<file path="src/discrete_io_map.svh">
// Address map, bit positions and widths for the discrete I/O service block
`ifndef DISCRETE_IO_MAP_SVH
`define DISCRETE_IO_MAP_SVH

// ==========================================================
// Addresses
`define ADDR_W 12
`define ADDR_KEYBOARD_MARK 12'h004
`define ADDR_TIMER_SPACECRAFT 12'h006
`define ADDR_PLATFORM_OPTICS 12'h007
`define ADDR_OUT_BASE 12'h008
`define OUT_COUNT 5

// ==========================================================
// Word layout
`define WORD_W 16
`define WORD_ZERO 16'h0000
`define KEY_LSB 0
`define KEY_W 5
`define BLK_BIT 5
`define SYNC_BIT 6
`define UNMAN_LSB 10
`define UNMAN_W 3
`define MARK_LO 14
`define MARK_HI 15
`define SRC_W 15

`endif

</file>
<file path="src/discrete_io_pkg.sv">
// Types shared by the discrete I/O service block
package discrete_io_pkg;
	typedef struct packed {
		logic clear_control;
		logic read_control;
		logic write_control;
		logic [11:0] addr;
	} cpu_ctl_s;

	typedef struct packed {
		logic [4:0] keycode;
		logic key_strobe;
		logic mark;
		logic uplink_block_switch;
		logic uplink_sync_inhibit;
		logic [2:0] unmanned;
		logic keyboard_trap;
		logic mark_trap;
	} kbd_in_s;

	typedef enum logic [1:0] {
		SEL_NONE,
		SEL_KBD,
		SEL_TMR,
		SEL_OPT
	} in_sel_e;
endpackage

</file>
<file path="src/input_sync.sv">
// Two-stage synchroniser for a bank of pin inputs
`timescale 1ns/1ns
`default_nettype none
module input_sync #(
	parameter int W = 1
) (
	input wire logic ref_clk,
	input wire logic rstn,
	input wire logic [W-1:0] pin,
	output logic [W-1:0] sync
);
	logic [W-1:0] meta_q;
	always_ff @(posedge ref_clk) begin
		if (!rstn) begin
			meta_q <= '0;
			sync <= '0;
		end else begin
			meta_q <= pin;
			sync <= meta_q;
		end
	end
endmodule
`default_nettype wire

</file>
<file path="src/in_register.sv">
// One 16-bit input register: sources set bits, strobe clears
`timescale 1ns/1ns
`default_nettype none
`include "discrete_io_map.svh"
module in_register (
	input wire logic ref_clk,
	input wire logic rstn,
	input wire logic clear,
	input wire logic [`SRC_W-1:0] src,
	output logic [`WORD_W-1:0] value
);
	wire [`WORD_W-1:0] set_w = {src[`SRC_W-1], src};
	always_ff @(posedge ref_clk) begin
		if (!rstn)
			value <= `WORD_ZERO;
		else if (clear)
			value <= `WORD_ZERO;
		else
			value <= value | set_w;
	end
endmodule
`default_nettype wire

</file>
<file path="src/discrete_io_register_service.sv">
// Discrete input registers and output register service logic
`timescale 1ns/1ns
`default_nettype none
`include "discrete_io_map.svh"
module discrete_io_register_service
	import discrete_io_pkg::*;
(
	input wire logic ref_clk,
	input wire logic rstn,
	input wire discrete_io_pkg::cpu_ctl_s cpu,
	input wire logic [`WORD_W-1:0] write_lines_in,
	input wire discrete_io_pkg::kbd_in_s kbd,
	input wire logic [`SRC_W-1:0] timer_spacecraft_src,
	input wire logic [`SRC_W-1:0] platform_optics_src,
	input wire logic system_restart,
	output logic [`WORD_W-1:0] write_lines_out,
	output logic write_lines_valid,
	output logic [`OUT_COUNT*`WORD_W-1:0] out_regs
);
	import discrete_io_pkg::*;

	// ==========================================================
	// Pin synchronisers
	localparam int KW = $bits(kbd_in_s);
	kbd_in_s kbd_s;
	logic [`SRC_W-1:0] tmr_s;
	logic [`SRC_W-1:0] opt_s;
	logic restart_s;

	input_sync #(.W(KW)) u_sync_kbd (
		.ref_clk(ref_clk),
		.rstn(rstn),
		.pin(kbd),
		.sync(kbd_s)
	);
	input_sync #(.W(`SRC_W)) u_sync_tmr (
		.ref_clk(ref_clk),
		.rstn(rstn),
		.pin(timer_spacecraft_src),
		.sync(tmr_s)
	);
	input_sync #(.W(`SRC_W)) u_sync_opt (
		.ref_clk(ref_clk),
		.rstn(rstn),
		.pin(platform_optics_src),
		.sync(opt_s)
	);
	input_sync #(.W(1)) u_sync_rst (
		.ref_clk(ref_clk),
		.rstn(rstn),
		.pin(system_restart),
		.sync(restart_s)
	);

	wire [`KEY_W-1:0] keycode_w = kbd_s.keycode;
	wire key_strobe_w = kbd_s.key_strobe;
	wire mark_w = kbd_s.mark;
	wire blk_w = kbd_s.uplink_block_switch;
	wire sync_inh_w = kbd_s.uplink_sync_inhibit;
	wire [`UNMAN_W-1:0] unman_w = kbd_s.unmanned;
	wire ktrap_w = kbd_s.keyboard_trap;
	wire mtrap_w = kbd_s.mark_trap;

	// ==========================================================
	// Address decode
	function automatic logic hit(input logic [`ADDR_W-1:0] a,
		input logic [`ADDR_W-1:0] ref_a);
		hit = (a == ref_a);
	endfunction

	wire sel_kbd = hit(cpu.addr, `ADDR_KEYBOARD_MARK);
	wire sel_tmr = hit(cpu.addr, `ADDR_TIMER_SPACECRAFT);
	wire sel_opt = hit(cpu.addr, `ADDR_PLATFORM_OPTICS);

	// ==========================================================
	// Strobes
	wire trap_clear = ktrap_w | mtrap_w;
	wire first_input_clear = (sel_kbd & cpu.clear_control) | trap_clear;
	wire clr_tmr = sel_tmr & cpu.clear_control;
	wire clr_opt = sel_opt & cpu.clear_control;
	wire rd_kbd = sel_kbd & cpu.read_control;
	wire rd_tmr = sel_tmr & cpu.read_control;
	wire rd_opt = sel_opt & cpu.read_control;

	// Key and mark capture held off while a trap clear is active, so clear comes first
	wire cap_ok = ~trap_clear;

	// ==========================================================
	// First input register sources
	logic [`SRC_W-1:0] kbd_src;
	always_comb begin
		kbd_src = '0;
		if (cap_ok) begin
			if (key_strobe_w)
				kbd_src[`KEY_LSB +: `KEY_W] = keycode_w;
			kbd_src[`MARK_LO] = mark_w;
		end
		kbd_src[`BLK_BIT] = blk_w;
		kbd_src[`SYNC_BIT] = sync_inh_w;
		kbd_src[`UNMAN_LSB +: `UNMAN_W] = unman_w;
	end

	logic [`WORD_W-1:0] kbd_val;
	logic [`WORD_W-1:0] tmr_val;
	logic [`WORD_W-1:0] opt_val;

	in_register u_in_kbd (
		.ref_clk(ref_clk),
		.rstn(rstn),
		.clear(first_input_clear),
		.src(kbd_src),
		.value(kbd_val)
	);
	in_register u_in_tmr (
		.ref_clk(ref_clk),
		.rstn(rstn),
		.clear(clr_tmr),
		.src(tmr_s),
		.value(tmr_val)
	);
	in_register u_in_opt (
		.ref_clk(ref_clk),
		.rstn(rstn),
		.clear(clr_opt),
		.src(opt_s),
		.value(opt_val)
	);

	// ==========================================================
	// Read path onto write lines
	in_sel_e sel_w;
	assign sel_w = rd_kbd ? SEL_KBD :
		rd_tmr ? SEL_TMR :
		rd_opt ? SEL_OPT : SEL_NONE;

	logic [`WORD_W-1:0] rd_data;
	always_comb begin
		case (sel_w)
			SEL_KBD: rd_data = kbd_val;
			SEL_TMR: rd_data = tmr_val;
			SEL_OPT: rd_data = opt_val;
			default: rd_data = `WORD_ZERO;
		endcase
	end

	always_ff @(posedge ref_clk) begin
		if (!rstn) begin
			write_lines_out <= `WORD_ZERO;
			write_lines_valid <= 1'b0;
		end else begin
			write_lines_out <= rd_data;
			write_lines_valid <= (sel_w != SEL_NONE);
		end
	end

	// ==========================================================
	// Output registers
	genvar gi;
	generate
		for (gi = 0; gi < `OUT_COUNT; gi++) begin : g_out
			localparam logic [`ADDR_W-1:0] OA =
				`ADDR_OUT_BASE + `ADDR_W'(gi);
			wire wr = hit(cpu.addr, OA) & cpu.write_control;
			wire clr = restart_s | (hit(cpu.addr, OA) & cpu.clear_control);
			always_ff @(posedge ref_clk) begin
				if (!rstn)
					out_regs[gi*`WORD_W +: `WORD_W] <= `WORD_ZERO;
				else if (clr)
					out_regs[gi*`WORD_W +: `WORD_W] <= `WORD_ZERO;
				else if (wr)
					out_regs[gi*`WORD_W +: `WORD_W] <= write_lines_in;
			end
		end
	endgenerate
endmodule
`default_nettype wire

</file>
<file path="config.mk">
export PLATFORM = sky130hd
export DESIGN_NAME = discrete_io_register_service
export DESIGN_NICKNAME = d
export VERILOG_FILES = /design/src/discrete_io_pkg.sv /design/src/input_sync.sv /design/src/in_register.sv /design/src/discrete_io_register_service.sv
export VERILOG_INCLUDE_DIRS = /design/src /design/src/src
export SDC_FILE = /design/constraint.sdc
export NUM_CORES = 1
export LEC_CHECK = 0
export BUFFER_PORTS_ARGS = -buffer_cell sky130_fd_sc_hd__buf_4
export CAP_MARGIN = 0
export CORE_MARGIN = 2
export CORE_UTILIZATION = 40
export DETAILED_ROUTE_END_ITERATION = 10
export PLACE_DENSITY = 0.7
export RECOVER_POWER = 50
export SLEW_MARGIN = 10
export SYNTH_ARGS = -nofsm -noshare
export SYNTH_HDL_FRONTEND = slang
export SYNTH_SLANG_ARGS = --single-unit
</file>
<file path="constraint.sdc">
create_clock -name ref_clk -period 1.88 [get_ports ref_clk]
set_input_delay 0.376 -clock ref_clk [delete_from_list [all_inputs] [get_ports ref_clk]]
set_output_delay 0.376 -clock ref_clk [all_outputs]
set_load 0.005 [all_outputs]
</file>
==> qor.txt, run 1 <==
Status: finished clean
Sw frac: 0.203
Post-synthesis sequential area ratio: 0.621
Number of H-tree levels: 1
FP Rows: 49
Die Height: 140 um
Pin count of the biggest net entering global routing: 81
DR DRC count: 0
Top cell type's share of synthesized area: 0.621
Post-synthesis adder-cell area fraction: 0
Synthesis-to-layout area growth: 33.7%
Critical path class: input port to register
Final setup viols: 0
Core area: 18100 um^2
Post-synthesis mux area share: 0.0807
CP peak stage delay: 0.49 ns
Max Clock Freq: 655 MHz
Port-buffer cells: 174
Delay-heaviest family, CP: buffers and inverters
Hold Fails Final Rpt: 0
Total grt overflow: 0
P_leak: 4.56 nW
First-pass GRT wire length: 25.2 mm
Synth Area in Simple Gates: 0.223
Crit Path Max Fanout: 16
XOR/XNOR share of the synthesized area: 0
Arrival time of the worst setup path: 1.92 ns
Critical path endpoint category: register
Initial Util: 0.411
Min Tclk post-route: 1.53 ns
DRT iter0 DRCs: 202
Compound-Gate Fraction of Synth Area: 0.0509
FF+latch count, synth: 231
Final Net Count: 1001
Total power: 10.3 mW
Design area: 9950 um^2
Tcrit/Tclk final: 0.812
Setup Skew: 0.00933 ns
Drt pass-1 iters: 4
Vias/cell: 4.54
Crit path cell chain: clkbuf_4, nor4_1, clkbuf_1, nand3_1, o41ai_1, buf_12, nor2_1
Die area: 19700 um^2
Combinational Power Share: 0.046
Sequential power share: 0.495
CTS resizes: 0
MaxCap Viol Count: 0
RSZ-0062 raised after global routing: false
Hold_buf cts: 0
DP HPWL: 11.1 mm
Worst path bufs/invs: 3
Clock buffers created by TritonCTS: 24
DRT antenna net count: 0
Leading post-synthesis cells by cell area: dfxtp_1, nor2_1, mux2i_1
Syn nets: 815
Clock Power Share: 0.459
Critical Path Start Type: input port
Pint: 8.17 mW
Clock-pin slew on the worst setup and hold paths: 0.06 ns
Slowest-stage cell, CP: o41ai_1
Share of cells above drive strength 1: 0.260
HP Class: input port to register
Netlist cell types: 30
Syn_area_per_cell: 10.1 um^2
Vias in the first global route: 4951
DR vias: 5306
Die width: 140 um
Cell taking the most area after synthesis: dfxtp_1
Total GRT Usage: 0.155
Worst Max-Slew Pin Slew: 0.748 ns
Critical Path RT: 2.27 ns
Main combinational cell family by area after synthesis: simple AND/OR/NAND/NOR gates
CTS tree: done
Net Sw Power: 2.09 mW
Postcts setup bufs: 0
Clk_lat worst skew: 0.50 ns
Pwr Density: 1030 nW/um^2
Routed length per instance: 13.4 um
Boundary pin count: 175
Clock Tree Buf Depth: 3
CTS Sinks: 231
Area after DPL: 9200 um^2
Final Max Tran Viols: 0
Ys Warns: 0
ANT cells: 0
Post-Syn Instances: 737
Setup TNS: 0 ns
Root buffer cell: clkbuf_16
Initial antenna violation count: 0
Total Wirelength: 15.7 mm
Mapped Area: 7440 um^2
Slew margin rel.: 0.501
Global placer's final weighted congestion: 0.771
Max VDD drop: 0.000666 V
-- power groups by stage --
| stage | sequential, mW | combinational (mW) | clock (mW) |
|---|---|---|---|
| 5_1_grt | 5.09 | 0.525 | 5.04 |
| 2_1_floorplan | 5.17 | 0.239 | 0 |
| 3_5_place_dp | 5.19 | 0.488 | 0 |
| 4_1_cts | 5.08 | 0.489 | 4.81 |
| 3_3_place_gp | 5.18 | 0.482 | 0 |
| 6_report | 5.08 | 0.471 | 4.70 |
-- worst register-to-register path: cells and delay by family, from the launching register on --
kind,cells,cell delay (ns)
AND/OR/NAND/NOR,3,0.68
flip-flops,1,0.30
-- kinds of logic (layout without fill, tap and decap cells) --
family | after synthesis | count (layout)
AO/OA/AOI/OAI | 60 | 60
buffers and inverters | 40 | 242
multiplexers | 60 | 60
flip-flops | 231 | 231
AND/OR/NAND/NOR | 346 | 346
-- final timing paths --
check                    endpoint  slack, ns  cells after the start               startpoint
max             u_in_opt.value[8]       0.35                      7                   cpu[9]
min reg2reg    u_sync_opt.sync[1]       0.43                      1     u_sync_opt.meta_q[1]
max reg2reg     u_in_kbd.value[1]       0.83                      3       u_sync_kbd.sync[0]
min          u_sync_tmr.meta_q[5]       0.08                      2  timer_spacecraft_src[5]
-- Yosys cell counts (all sizes together) --
cell type,count
dfxtp,231
nor2,161
and2,91
nand2,68
mux2i,60
a21oi,50
clkbuf,22
buf,16
nand4,8
a22oi,4
nand3,3
o21ai,3
and4,2
and4bb,2
inv,2
nor2b,2
nor4,2
o41ai,2
and3b,1
and4b,1
nand2b,1
nor3,1
nor3b,1
nor4b,1
nor4bb,1
o31ai,1
-- sequential cells by signal, indices dropped and copies added, names as in the netlist --
register           flops
out_regs              80
u_in_kbd.value        12
u_in_opt.value        16
u_in_tmr.value        16
u_sync_kbd.meta_q     14
u_sync_kbd.sync       14
u_sync_opt.meta_q     15
u_sync_opt.sync       15
u_sync_rst.meta_q      1
u_sync_rst.sync        1
u_sync_tmr.meta_q     15
u_sync_tmr.sync       15
write_lines_out       16
write_lines_valid      1
-- cell type report --
type | count | area, um^2
timing repair buffer | 198 | 1630
clock buffer | 32 | 702
multi-input combinational | 466 | 2600
tap | 229 | 287
fill | 1616 | 8140
sequential | 231 | 4620
clock inverter | 10 | 108
inverter | 2 | 7.51
-- routing by layer --
metal,GRT usage,up-vias,share of wire
li1,-,2751,-
met1,0.203,2378,0.46
met2,0.265,155,0.46
met3,0.0277,22,0.055
met4,0.0431,0,0.020
met5,0,-,0
-- layout by cell type (no fill, tap or decap), types with 5 or more instances in the layout --
master       n
clkbuf_8     5
buf_12      12
mux2i_1     60
a21oi_1     50
clkbuf_16   25
clkinv_2     6
clkbuf_1     5
nand2_1     68
dfxtp_1    231
nor2_1     161
nand4_1      6
and2_0      21
and2_1      70
buf_4      179
-- stage by stage --
step,hold slack [ns],std cells,setup slack [ns],util
3_3_place_gp,0.415,1126,0.0779,0.508
2_1_floorplan,0.411,737,0.0555,-
3_5_place_dp,0.419,1126,0.0732,0.508
6_report,0.0819,1168,0.353,0.550
5_1_grt,0.0682,1168,0.263,0.550
4_1_cts,0.0634,1168,0.492,0.553
No activity file was read; power rests on OpenSTA's default activity.
==> run 2: changes to the inputs <==
==> constraint.sdc (replaced) <==
create_clock -name ref_clk -period 1.4 [get_ports ref_clk]
set_input_delay 0.28 -clock ref_clk [delete_from_list [all_inputs] [get_ports ref_clk]]
set_output_delay 0.28 -clock ref_clk [all_outputs]
set_load 0.005 [all_outputs]
==> qor.txt, run 2 (synthesis gave the netlist of run 1 again) <==
Max VDD drop: 0.000977 V (+47%)
Clock Tree Buf Depth: 3 (unchanged)
Synthesis-to-layout area growth: 42.4%
Critical Path RT: 1.80 ns (-0.47 ns)
Clock-pin slew on the worst setup and hold paths: 0.06 ns (about the same)
DR DRC count: 0 (unchanged)
Share of cells above drive strength 1: 0.264 (+0.00441)
# fillers: 1516 (-6.2%)
Setup Skew: 0.0207 ns (+0.0113 ns)
Worst Max-Slew Pin Slew: 0.805 ns (+0.0561 ns)
Total power: 14.1 mW (+38%)
Root buffer cell: clkbuf_16
MaxCap Viol Count: 0 (unchanged)
Delay-heaviest family, CP: simple AND/OR/NAND/NOR gates
DRT iter0 DRCs: 195 (-3.5%)
CTS tree: done
Clk_lat worst skew: 0.51 ns (about the same)
Die area: 19700 um^2 (unchanged)
ANT cells: 0 (unchanged)
Core area: 18100 um^2 (unchanged)
DR vias: 5575 (+5.1%)
Crit Path Max Fanout: 16 (unchanged)
Worst path bufs/invs: 3 (unchanged)
Commonest cells after routing, fill and taps aside: dfxtp_1, buf_4, nor2_1, nand2_1, and2_1
CTS resizes: 0 (unchanged)
Routed length per instance: 13.4 um (about the same)
Initial Util: 0.411 (unchanged)
Status: finished clean
First-pass GRT wire length: 27.2 mm (+7.7%)
Boundary pin count: 175 (unchanged)
Number of H-tree levels: 1 (unchanged)
Commonest non-fill, non-tap cell in the layout: dfxtp_1
Max Clock Freq: 789 MHz
Critical path endpoint category: register
P_leak: 4.85 nW (+6.5%)
Final Net Count: 1060 (+5.9%)
CP peak stage delay: 0.38 ns (-0.11 ns)
FP Rows: 49 (unchanged)
RSZ-0062 raised after global routing: false
Critical Path Start Type: input port
Design area: 10600 um^2 (+6.5%)
Drt pass-1 iters: 4 (unchanged)
Crit path cell chain: clkbuf_1, nor4_4, buf_4, nand3_1, o41ai_4, buf_12, nor2_1
HP Class: input port to register
R2R cell count: 5 (+2)
Arrival time of the worst setup path: 1.67 ns (-0.25 ns)
Pin count of the biggest net entering global routing: 67 (-17%)
Area after DPL: 9390 um^2 (+2.1%)
Critical path class: input port to register
Min Tclk post-route: 1.27 ns
Worst path depth: 7 (unchanged)
Clock buffers created by TritonCTS: 23 (-4.2%)
Slew margin rel.: 0.464 (-0.0374)
Final WS setup: 0.132 ns (-0.221 ns)
Total GRT Usage: 0.167 (+0.0117)
Setup WS pre-CTS: -0.348 ns (-0.421 ns)
Max FFs per register: 80 (unchanged)
Port-buffer cells: 174 (unchanged)
Largest Register: out_regs
Total Wirelength: 16.5 mm (+5.1%)
Final Max Tran Viols: 0 (unchanged)
Slowest-stage cell, CP: o41ai_4
Vias/cell: 4.54 (about the same)
CTS Sinks: 231 (unchanged)
Min-Delay Path Depth: 3 (+1)
Die width: 140 um (unchanged)
Global placer's final weighted congestion: 0.798 (+3.5%)
Pwr Density: 1330 nW/um^2 (+29%)
DP HPWL: 11.6 mm (+4.1%)
Die Height: 140 um (unchanged)
Final setup viols: 0 (unchanged)
Vias in the first global route: 5457 (+10%)
DRT antenna net count: 0 (unchanged)
Total grt overflow: 0 (unchanged)
Hold Fails Final Rpt: 0 (unchanged)
Util after Layout: 0.586 (+0.0357)
Tcrit/Tclk final: 0.906
Initial antenna violation count: 0 (unchanged)
==> run 2: final timing paths <==
kind / from / slack (ns) / end
worst max register to register: u_sync_rst.sync / 0.20 / out_regs[41]
worst min register to register: u_sync_opt.meta_q[0] / 0.42 / u_sync_opt.sync[0]
worst max-delay path: cpu[10] / 0.13 / u_in_opt.value[7]
worst min-delay path: write_lines_in[5] / 0.06 / out_regs[37]
==> run 2: stage by stage <==
stage          hold WS (ns)  cells  setup TNS (ns)
6_report             0.0572   1228               0
3_3_place_gp          0.417   1141          -30.39
5_1_grt              0.0517   1228               0
3_5_place_dp          0.417   1141          -34.85
2_1_floorplan         0.407    737          -11.83
4_1_cts              0.0385   1228               0
==> run 2: power by group <==
group / switching, mW / internal, mW
clock: 2.46 / 4.05
sequential: 0.0639 / 6.75
combinational: 0.346 / 0.427
==> run 2: worst min-delay path, stage by stage <==
cell and delay, ns:
buf_4 0.11, mux2i_1 0.06, nor2_1 0.07
==> run 2: layout make-up <==
cell class                 count  area [um^2]  area share
clock buffer                  32          659      0.0622
timing repair buffer         258         2160       0.204
tap                          229          287      0.0270
inverter                       2         7.51    0.000708
multi-input combinational    466         2690       0.254
clock inverter                10          165      0.0156
sequential                   231         4620       0.436
==> run 2: repair_timing <==
action,CTS,global route
endpoints found under the hold margin,45,0
buffers inserted,0,0
hold buffers,45,0
==> run 2: metal layers <==
layer	GRT usage	vias to the layer above	routed length [um]
met3	0.0359	23	1060
met4	0.0377	0	242
met2	0.295	167	7800
li1	-	2875	-
met1	0.210	2510	7350
met5	0	-	0
